## src/ebc_regs.svh

```systemverilog
// Purpose: Register offsets, field positions and timing figures of the byte store controller
// Assumes: Included by its bare name from every design file that needs it
// Notes:   Definitions only
`ifndef EBC_REGS_SVH
`define EBC_REGS_SVH

// ==================================================================
// Register offsets in the I/O space
`define EBC_OFF_STATUS   6'h1A
`define EBC_OFF_MASK     6'h1B
`define EBC_OFF_CTRL     6'h1C
`define EBC_OFF_DATA     6'h1D
`define EBC_OFF_ADDRL    6'h1E
`define EBC_OFF_ADDRH    6'h1F

// ==================================================================
// Control register fields
`define EBC_CTRL_RD      0
`define EBC_CTRL_PE      1
`define EBC_CTRL_MPE     2
`define EBC_CTRL_RIE     3
`define EBC_CTRL_PM_LO   4
`define EBC_CTRL_PM_HI   5

// Programming modes
`define EBC_PM_ATOMIC    2'h0
`define EBC_PM_ERASE     2'h1
`define EBC_PM_WRITE     2'h2
`define EBC_PM_RSVD      2'h3

// ==================================================================
// Status and mask fields
`define EBC_ST_W         2
`define EBC_ST_DONE      0
`define EBC_ST_REFUSED   1

// ==================================================================
// Reset values and contents
`define EBC_CTL_RST      '0
`define EBC_BYTE_ZERO    8'h00
`define EBC_ERASED_BYTE  8'hFF

// ==================================================================
// Timing
`define EBC_ARM_CYCLES   3'h4
`define EBC_RD_STALL     3'h4
`define EBC_PE_STALL     3'h2
`define EBC_T_ATOMIC_US  3400
`define EBC_T_SPLIT_US   1800
`define EBC_OSC_KHZ      10000
`define EBC_TICK_W       16
`define EBC_DEPTH        512

`endif
```

## src/ebc_pkg.sv

```systemverilog
// Purpose: Shared types of the byte store controller
// Assumes: Compiled before the design modules
// Notes:   Offsets and figures live in ebc_regs.svh
`default_nettype none

package ebc_pkg;

  // ==================================================================
  // Programming engine states
  typedef enum logic [1:0]
  {
    ENG_IDLE,
    ENG_RUN,
    ENG_COMMIT
  } ebc_eng_e;

endpackage : ebc_pkg

`default_nettype wire

```

## src/ebc_ctrl.sv

```systemverilog
// Purpose: Register front end and self-timed programming engine of a byte store
// Assumes: Single sys_clk; osc_tick is a one-cycle pulse per calibrated oscillator period
// Notes:   Engine state is cleared only by por_reset so a running job survives reset
//
// Our own choices: the strobed register port and the register offsets.
`timescale 1ns/1ps
`default_nettype none
`include "ebc_regs.svh"

// Contract
// - Byte store of 128, 256 or 512 bytes
// - Read stalls the processor four cycles
// - Programming start stalls processor two cycles
// - Mode zero: combined erase and write
// - Mode one: erase only
// - Mode two: write data only
// - Strobe bit reads busy until completion
// - No new access while programming runs
// - Running job completes through reset
// - Durations count calibrated oscillator ticks
// - Registers sit in the I/O space
// - Arm self-clears after four cycles; needed
// - 3.4 ms combined, 1.8 ms split; three reserved
// - Mode bits locked while busy
// - Ready interrupt is level while idle
module ebc_ctrl
#(
  parameter int unsigned DEPTH        = `EBC_DEPTH,
  parameter int unsigned AW           = $clog2(DEPTH),
  parameter int unsigned TICK_W       = `EBC_TICK_W,
  parameter int unsigned ATOMIC_TICKS = `EBC_T_ATOMIC_US * `EBC_OSC_KHZ / 1000,
  parameter int unsigned SPLIT_TICKS  = `EBC_T_SPLIT_US * `EBC_OSC_KHZ / 1000
)
(
  input  wire logic       sys_clk,
  input  wire logic       reset,
  input  wire logic       por_reset,
  input  wire logic       osc_tick,
  input  wire logic       global_irq_en,
  input  wire logic [5:0] reg_addr,
  input  wire logic [7:0] reg_wdata,
  input  wire logic       reg_wr,
  input  wire logic       reg_rd,
  output var  logic [7:0] reg_rdata,
  output var  logic       cpu_stall,
  output var  logic       irq
);

  // ==================================================================
  // Elaboration checks
  generate
    if (!(DEPTH == 128 || DEPTH == 256 || DEPTH == 512) || AW != $clog2(DEPTH))
    begin : g_bad_depth
      $error("ebc_ctrl: depth must be 128, 256 or 512");
    end
    if (ATOMIC_TICKS < 2 || SPLIT_TICKS < 2 ||
        ATOMIC_TICKS >= 2**TICK_W || SPLIT_TICKS >= 2**TICK_W)
    begin : g_bad_ticks
      $error("ebc_ctrl: tick counts do not fit the counter");
    end
  endgenerate

  // ==================================================================
  // State
  typedef struct packed {
    logic [AW-1:0]        addr;
    logic [7:0]           data;
    logic                 rie;
    logic                 arm;
    logic [2:0]           arm_cnt;
    logic                 rd_pend;
    logic [2:0]           stall_cnt;
    logic                 stall;
    logic [`EBC_ST_W-1:0] status;
    logic [`EBC_ST_W-1:0] mask;
    logic [7:0]           rdata;
    logic                 irq;
  } ebc_ctl_s;

  typedef struct packed {
    ebc_pkg::ebc_eng_e    state;
    logic [1:0]           mode;
    logic [AW-1:0]        addr;
    logic [7:0]           data;
    logic [TICK_W-1:0]    cnt;
  } ebc_eng_s;

  ebc_ctl_s          ctl;
  ebc_ctl_s          next_ctl;
  ebc_eng_s          eng;
  ebc_eng_s          next_eng;
  logic [7:0]        mem_rdata;
  logic              mem_wr;
  logic [7:0]        mem_wdata;
  logic              busy;
  logic              wr_ctrl;
  logic              pe_req;
  logic              rd_req;
  logic              start;
  logic              rd_acc;
  logic              addr_refused;
  logic              refused;
  logic              done_ev;
  logic [1:0]        wr_mode;
  logic [15:0]       addr_full;
  logic [7:0]        ctrl_view;

  // ==================================================================
  // Decode helpers
  function automatic logic hit(input logic [5:0] addr, input logic [5:0] off);
    hit = addr == off;
  endfunction : hit

  function automatic logic [TICK_W-1:0] op_ticks(input logic [1:0] mode);
    op_ticks = (mode == `EBC_PM_ATOMIC) ? TICK_W'(ATOMIC_TICKS) : TICK_W'(SPLIT_TICKS);
  endfunction : op_ticks

  // ==================================================================
  // Request qualification
  always_comb
  begin
    busy         = eng.state != ebc_pkg::ENG_IDLE;
    wr_ctrl      = reg_wr && hit(reg_addr, `EBC_OFF_CTRL);
    wr_mode      = reg_wdata[`EBC_CTRL_PM_HI:`EBC_CTRL_PM_LO];
    pe_req       = wr_ctrl && reg_wdata[`EBC_CTRL_PE];
    rd_req       = wr_ctrl && reg_wdata[`EBC_CTRL_RD];
    // A strobe only counts inside a live arm window
    start        = pe_req && ctl.arm && !busy && wr_mode != `EBC_PM_RSVD;
    rd_acc       = rd_req && !busy;
    addr_refused = reg_wr && busy &&
                   (hit(reg_addr, `EBC_OFF_ADDRL) || hit(reg_addr, `EBC_OFF_ADDRH));
    refused      = (pe_req && !start) || (rd_req && busy) || addr_refused;
    done_ev      = eng.state == ebc_pkg::ENG_COMMIT;
    addr_full    = 16'(ctl.addr);
    mem_wr       = done_ev;
    mem_wdata    = (eng.mode == `EBC_PM_ERASE) ? `EBC_ERASED_BYTE : eng.data;
  end

  // ==================================================================
  // Register front end
  always_comb
  begin
    next_ctl         = ctl;
    next_ctl.rd_pend = rd_acc;
    ctrl_view        = `EBC_BYTE_ZERO;
    // Arm window runs down on its own
    if (ctl.arm)
    begin
      next_ctl.arm_cnt = ctl.arm_cnt - 3'h1;
      if (ctl.arm_cnt == 3'h1)
        next_ctl.arm = 1'b0;
    end
    if (wr_ctrl)
    begin
      next_ctl.rie = reg_wdata[`EBC_CTRL_RIE];
      // Read-modify-write keeps the bit at one; only a fresh set opens the window
      if (reg_wdata[`EBC_CTRL_MPE] && !ctl.arm)
      begin
        next_ctl.arm     = 1'b1;
        next_ctl.arm_cnt = `EBC_ARM_CYCLES;
      end
    end
    if (start)
    begin
      next_ctl.arm     = 1'b0;
      next_ctl.arm_cnt = 3'h0;
    end
    // Address is frozen while a job runs
    if (reg_wr && hit(reg_addr, `EBC_OFF_ADDRL) && !busy)
      next_ctl.addr = AW'({addr_full[15:8], reg_wdata});
    if (reg_wr && hit(reg_addr, `EBC_OFF_ADDRH) && !busy)
      next_ctl.addr = AW'({reg_wdata, addr_full[7:0]});
    if (reg_wr && hit(reg_addr, `EBC_OFF_DATA))
      next_ctl.data = reg_wdata;
    if (ctl.rd_pend)
      next_ctl.data = mem_rdata;
    // Processor stall
    if (ctl.stall_cnt != 3'h0)
      next_ctl.stall_cnt = ctl.stall_cnt - 3'h1;
    if (rd_acc)
      next_ctl.stall_cnt = `EBC_RD_STALL;
    else if (start)
      next_ctl.stall_cnt = `EBC_PE_STALL;
    next_ctl.stall = next_ctl.stall_cnt != 3'h0;
    // Sticky events; a set in the clearing cycle wins
    if (reg_wr && hit(reg_addr, `EBC_OFF_STATUS))
      next_ctl.status = ctl.status & ~reg_wdata[`EBC_ST_W-1:0];
    if (done_ev)
      next_ctl.status[`EBC_ST_DONE] = 1'b1;
    if (refused)
      next_ctl.status[`EBC_ST_REFUSED] = 1'b1;
    if (reg_wr && hit(reg_addr, `EBC_OFF_MASK))
      next_ctl.mask = reg_wdata[`EBC_ST_W-1:0];
    next_ctl.irq = (global_irq_en && next_ctl.rie &&
                    next_eng.state == ebc_pkg::ENG_IDLE) ||
                   (|(next_ctl.status & next_ctl.mask));
    // Read data stand for one cycle only
    ctrl_view[`EBC_CTRL_PM_HI:`EBC_CTRL_PM_LO] = eng.mode;
    ctrl_view[`EBC_CTRL_RIE]                   = ctl.rie;
    ctrl_view[`EBC_CTRL_MPE]                   = ctl.arm;
    ctrl_view[`EBC_CTRL_PE]                    = busy;
    next_ctl.rdata = `EBC_BYTE_ZERO;
    if (reg_rd)
    begin
      case (reg_addr)
        `EBC_OFF_CTRL:   next_ctl.rdata = ctrl_view;
        `EBC_OFF_DATA:   next_ctl.rdata = ctl.data;
        `EBC_OFF_ADDRL:  next_ctl.rdata = addr_full[7:0];
        `EBC_OFF_ADDRH:  next_ctl.rdata = addr_full[15:8];
        `EBC_OFF_STATUS: next_ctl.rdata = 8'(ctl.status);
        `EBC_OFF_MASK:   next_ctl.rdata = 8'(ctl.mask);
        default:         next_ctl.rdata = `EBC_BYTE_ZERO;
      endcase
    end
  end

  // ==================================================================
  // Programming engine
  always_comb
  begin
    next_eng = eng;
    case (eng.state)
      ebc_pkg::ENG_IDLE:
      begin
        if (start)
        begin
          next_eng.state = ebc_pkg::ENG_RUN;
          next_eng.mode  = wr_mode;
          next_eng.addr  = ctl.addr;
          next_eng.data  = ctl.data;
          next_eng.cnt   = op_ticks(wr_mode);
        end
        else if (reset)
          next_eng.mode = `EBC_PM_ATOMIC;
        else if (wr_ctrl)
          next_eng.mode = wr_mode;
      end
      ebc_pkg::ENG_RUN:
      begin
        // Counts oscillator periods, not processor cycles
        if (osc_tick)
        begin
          next_eng.cnt = eng.cnt - TICK_W'(1);
          if (eng.cnt == TICK_W'(1))
            next_eng.state = ebc_pkg::ENG_COMMIT;
        end
      end
      ebc_pkg::ENG_COMMIT:
        next_eng.state = ebc_pkg::ENG_IDLE;
      default:
        next_eng.state = ebc_pkg::ENG_IDLE;
    endcase
  end

  // ==================================================================
  // Registers; the ordinary reset only returns an idle engine's mode to combined
  always_ff @(posedge sys_clk or posedge reset)
  begin
    if (reset)
      ctl <= `EBC_CTL_RST;
    else
      ctl <= next_ctl;
  end

  always_ff @(posedge sys_clk or posedge por_reset)
  begin
    if (por_reset)
      eng <= `EBC_CTL_RST;
    else
      eng <= next_eng;
  end

  assign reg_rdata = ctl.rdata;
  assign cpu_stall = ctl.stall;
  assign irq       = ctl.irq;

  // ==================================================================
  // Byte array
  ebc_mem #(
    .DEPTH (DEPTH),
    .AW    (AW)
  ) u_mem (
    .sys_clk (sys_clk),
    .reset   (por_reset),
    .wr_en   (mem_wr),
    .wr_addr (eng.addr),
    .wr_data (mem_wdata),
    .rd_en   (rd_acc),
    .rd_addr (ctl.addr),
    .rd_data (mem_rdata)
  );
endmodule : ebc_ctrl

`default_nettype wire

```

## src/ebc_mem.sv

```systemverilog
// Purpose: Byte array behind the controller with a registered read port
// Assumes: One write and one read port on the system clock
// Notes:   Array holds no reset; only the read register is cleared
`timescale 1ns/1ps
`default_nettype none
`include "ebc_regs.svh"

module ebc_mem
#(
  parameter int unsigned DEPTH = `EBC_DEPTH,
  parameter int unsigned AW    = $clog2(DEPTH)
)
(
  input  wire logic          sys_clk,
  input  wire logic          reset,
  input  wire logic          wr_en,
  input  wire logic [AW-1:0] wr_addr,
  input  wire logic [7:0]    wr_data,
  input  wire logic          rd_en,
  input  wire logic [AW-1:0] rd_addr,
  output var  logic [7:0]    rd_data
);

  // ==================================================================
  // Storage
  logic [7:0] cells [DEPTH];

  always_ff @(posedge sys_clk)
  begin
    if (wr_en)
      cells[wr_addr] <= wr_data;
  end

  // ==================================================================
  // Read register
  always_ff @(posedge sys_clk or posedge reset)
  begin
    if (reset)
      rd_data <= `EBC_BYTE_ZERO;
    else if (rd_en)
      rd_data <= cells[rd_addr];
  end

endmodule : ebc_mem

`default_nettype wire

```

## config.mk

```make
export PLATFORM = sky130hd
export DESIGN_NAME = ebc_ctrl
export DESIGN_NICKNAME = d
export VERILOG_FILES = /design/src/ebc_pkg.sv /design/src/ebc_ctrl.sv /design/src/ebc_mem.sv
export VERILOG_INCLUDE_DIRS = /design/src
export SDC_FILE = /design/constraint.sdc
export NUM_CORES = 2
export LEC_CHECK = 0
export BUFFER_PORTS_ARGS = -buffer_cell sky130_fd_sc_hd__buf_4
export CAP_MARGIN = 25
export CORE_MARGIN = 2
export CORE_UTILIZATION = 57
export DETAILED_ROUTE_END_ITERATION = 8
export PLACE_DENSITY = 0.75
export RECOVER_POWER = 100
export SETUP_SLACK_MARGIN = 0.3
export SYNTH_ARGS = -nofsm -noshare
export SYNTH_HDL_FRONTEND = slang
export SYNTH_SLANG_ARGS = --single-unit
```

## constraint.sdc

```tcl
create_clock -name sys_clk -period 7.9 [get_ports sys_clk]
set_input_delay 1.185 -clock sys_clk [delete_from_list [all_inputs] [get_ports sys_clk]]
set_output_delay 1.185 -clock sys_clk [all_outputs]
set_load 0.03 [all_outputs]
```

==> flow_summary.json <==
{
  "route.vias.total": 82481,
  "timing.hold.ws_ns": 0.153,
  "cp_num_buf_inv": 2,
  "fin_ws_ns": 1.22,
  "yosys-top-cells-count": "edfxtp_1, mux4_2, nor2_1",
  "final_util_pct": 63.2,
  "die-height_um": 539,
  "p_leak_nw": 46.0,
  "timing.clock.skew_ns": 0.0941,
  "wirelength_um": 419000,
  "outcome": "finished, violations left",
  "postPlaceCellArea_um2": 167000,
  "die_w_um": 539,
  "synth_warnings": 0,
  "crit_required_ns": 8.24,
  "syn_nets": 7667,
  "rows": 196,
  "totalPowerFinal_mw": 44.0,
  "routed_via_density": 6.94,
  "track_usage_pct": 28.7,
  "slew_violations": 3020,
  "synth_edf_count": 4096,
  "fmax_mhz": 150,
  "grt_overflow": 0,
  "criticalPathCategory": "flip-flop to flip-flop",
  "cap_violations": 58,
  "async_flop_share_pct": 2.03,
  "critPathMaxFanout": 25,
  "port_buffers": 30,
  "synth.distinct_cells": 75,
  "multi_input_area_um2": 35300,
  "synth_top_cell_area_share_pct": 75.3,
  "endpoint_kind": "flip-flop",
  "start_kind": "flip-flop",
  "dp_slack_ns": 3.03,
  "max_stage_delay_ns": 3.14,
  "cp_top_family": "buffers and inverters",
  "grt_pass1_wl_um": 598000,
  "min_path_type": "input pin to async pin",
  "tightest_slew_ns": 5.08,
  "synth_most_common_cell": "edfxtp_1",
  "cts_made_buffers": 405,
  "synth_seq_cells": 4181,
  "slew_headroom_pct": -239,
  "grt_pass1_vias": 81574,
  "postSynthAreaPerCell_um2": 21.4,
  "cts_resized": 0,
  "htreeDepth": 5,
  "place_congestion": 0.865,
  "grt_antenna_before_repair": 17,
  "post-cts-setup-buffers": 0,
  "clk_pin_slew_worst_paths_ns": 0.06,
  "hold_violations": 0,
  "syn_inst": 7640,
  "clock-root-buffer": "clkbuf_16",
  "final_area_um2": 180000,
  "cts.sinks": 4181,
  "nFillCells": 18162,
  "start_util_pct": 57.3,
  "drive_gt1_share_pct": 23.2,
  "fin_crit_sh_pct": 84.6,
  "synthesis.area_um2": 163000,
  "stdcell_count": 11881,
  "finalNetCount": 7808,
  "peakVddDrop_v": 0.000190,
  "path_cells": "nor2b_1, nor3b_1, nand2_1, clkbuf_1, clkbuf_1, nor2_1",
  "wl_per_cell_um": 35.3,
  "clk-insertion-delay-late_ns": 0.99,
  "cts_buffer_depth": 4,
  "slowest_stage": "clkbuf_1",
  "synth_ff_type": "edfxtp_1",
  "timing.setup.tns_ns": 0,
  "drt-pass1-iter-count": 8,
  "ios": 31,
  "ys_seq_area_share_pct": 76.6,
  "regArea_um2": 125000,
  "area_growth_pct": 10.3,
  "ctsHoldBuffers": 0,
  "drc_errors": 0,
  "rsz0062_at_grt": "no",
  "pwr_density_cell_nw_per_um2": 244,
  "fp.coreArea_um2": 285000,
  "placed_cells": 11118,
  "synth_top_area_cell": "edfxtp_1",
  "dr.first_iter.drc_count": 12953,
  "critPathMostFrequentCell": "clkbuf_1",
  "drtAntennaViolNets": 0,
  "setup_viol": 0,
  "fin_crit_ns": 6.68,
  "crit_arrival_ns": 7.02,
  "die-area_um2": 291000,
  "cts_tree": "yes",
  "hpwlAfterDp_um": 237000,
  "grt_max_degree": 233,
  "failed_checks": "capacitance limit, slew limit",
  "synthTopCellsByArea": "edfxtp_1, mux4_2, nor2_1"
}
[registers in the layout, summed over array words and instances, names as in the netlist]
name	count
u_mem.cells	4096
reg_rdata	8
irq	1
ctl	21
addr_full	9
u_mem.rd_data	8
eng	35
ctrl_view	2
cpu_stall	1
[kinds of logic (layout without fill, tap and decap cells)]
logic type | after synthesis | count (layout) | share of synthesized area (%)
fa+ha+maj | 6 | 6 | 0.0460
mux | 1312 | 1312 | 16.5
compound gates | 434 | 434 | 1.86
flops | 4181 | 4181 | 76.6
simple gates | 1202 | 1202 | 3.12
buf+inv | 496 | 965 | 1.78
xor+xnor | 9 | 9 | 0.0483
other cells | 0 | 10 | 0
[placed cells by master, fill, tap and decap left out, drive strengths merged, types with 24 or more instances in the layout]
cell type,count
inv,30
dfrtp,85
clkinv,186
edfxtp,4096
nand2,337
mux4,1099
o22ai,58
a22oi,32
mux2i,168
nor2b,29
nor2,611
bufinv,44
a31oi,33
and3,24
and2,27
o21ai,52
mux2,45
nor3,30
a211oi,38
buf,128
a21oi,69
clkbuf,559
nand3,61
[area by class of cell]
| cell class | count | share of cell area [%] |
|---|---|---|
| Clock inverter | 255 | 1.46 |
| Timing Repair Buffer | 208 | 0.915 |
| Sequential cell | 4181 | 69.5 |
| Clock buffer | 480 | 5.84 |
| Multi-Input combinational cell | 2963 | 19.6 |
| Inverter | 22 | 0.0563 |
| Antenna cell | 10 | 0.0139 |
| Tap cell | 3762 | 2.61 |
[path summary, 6_finish.rpt]
path / slack (ns) / to / cells past startpoint / start
min in group sys_clk: 0.48 / eng[16] / 2 / eng[16]
worst min register to register: 0.48 / eng[16] / 2 / eng[16]
worst max register to register: 1.22 / u_mem.cells[24][2] / 6 / eng[36]
worst min-delay path: 0.15 / ctl[20] / 2 / reset
worst max-delay path: 1.22 / u_mem.cells[24][2] / 6 / eng[36]
max in group asynchronous: 4.91 / u_mem.rd_data[4] / 3 / por_reset
[power breakdown]
part           internal, mW  switching, mW  total (mW)
clock                  11.0           8.38        19.3
combinational         0.203          0.340       0.543
sequential             24.0         0.0650        24.1
[metal layers]
metal  GRT usage [%]  part of all wire [%]  up-vias
met1            40.3                    36    43311
met4            11.5                   4.5       14
met3            7.35                    13      967
met5               0                 0.020        -
li1                -                     -    31987
met2            43.6                    47     6202
[worst reg2reg max path, stage by stage (launching register included)]
cell      delay [ns]
dfrtp_1         0.41
nor2b_1         0.21
nor3b_1         0.18
nand2_1         0.34
clkbuf_1        0.56
clkbuf_1        3.14
nor2_1          1.23
(Power assumes the default switching activity.)
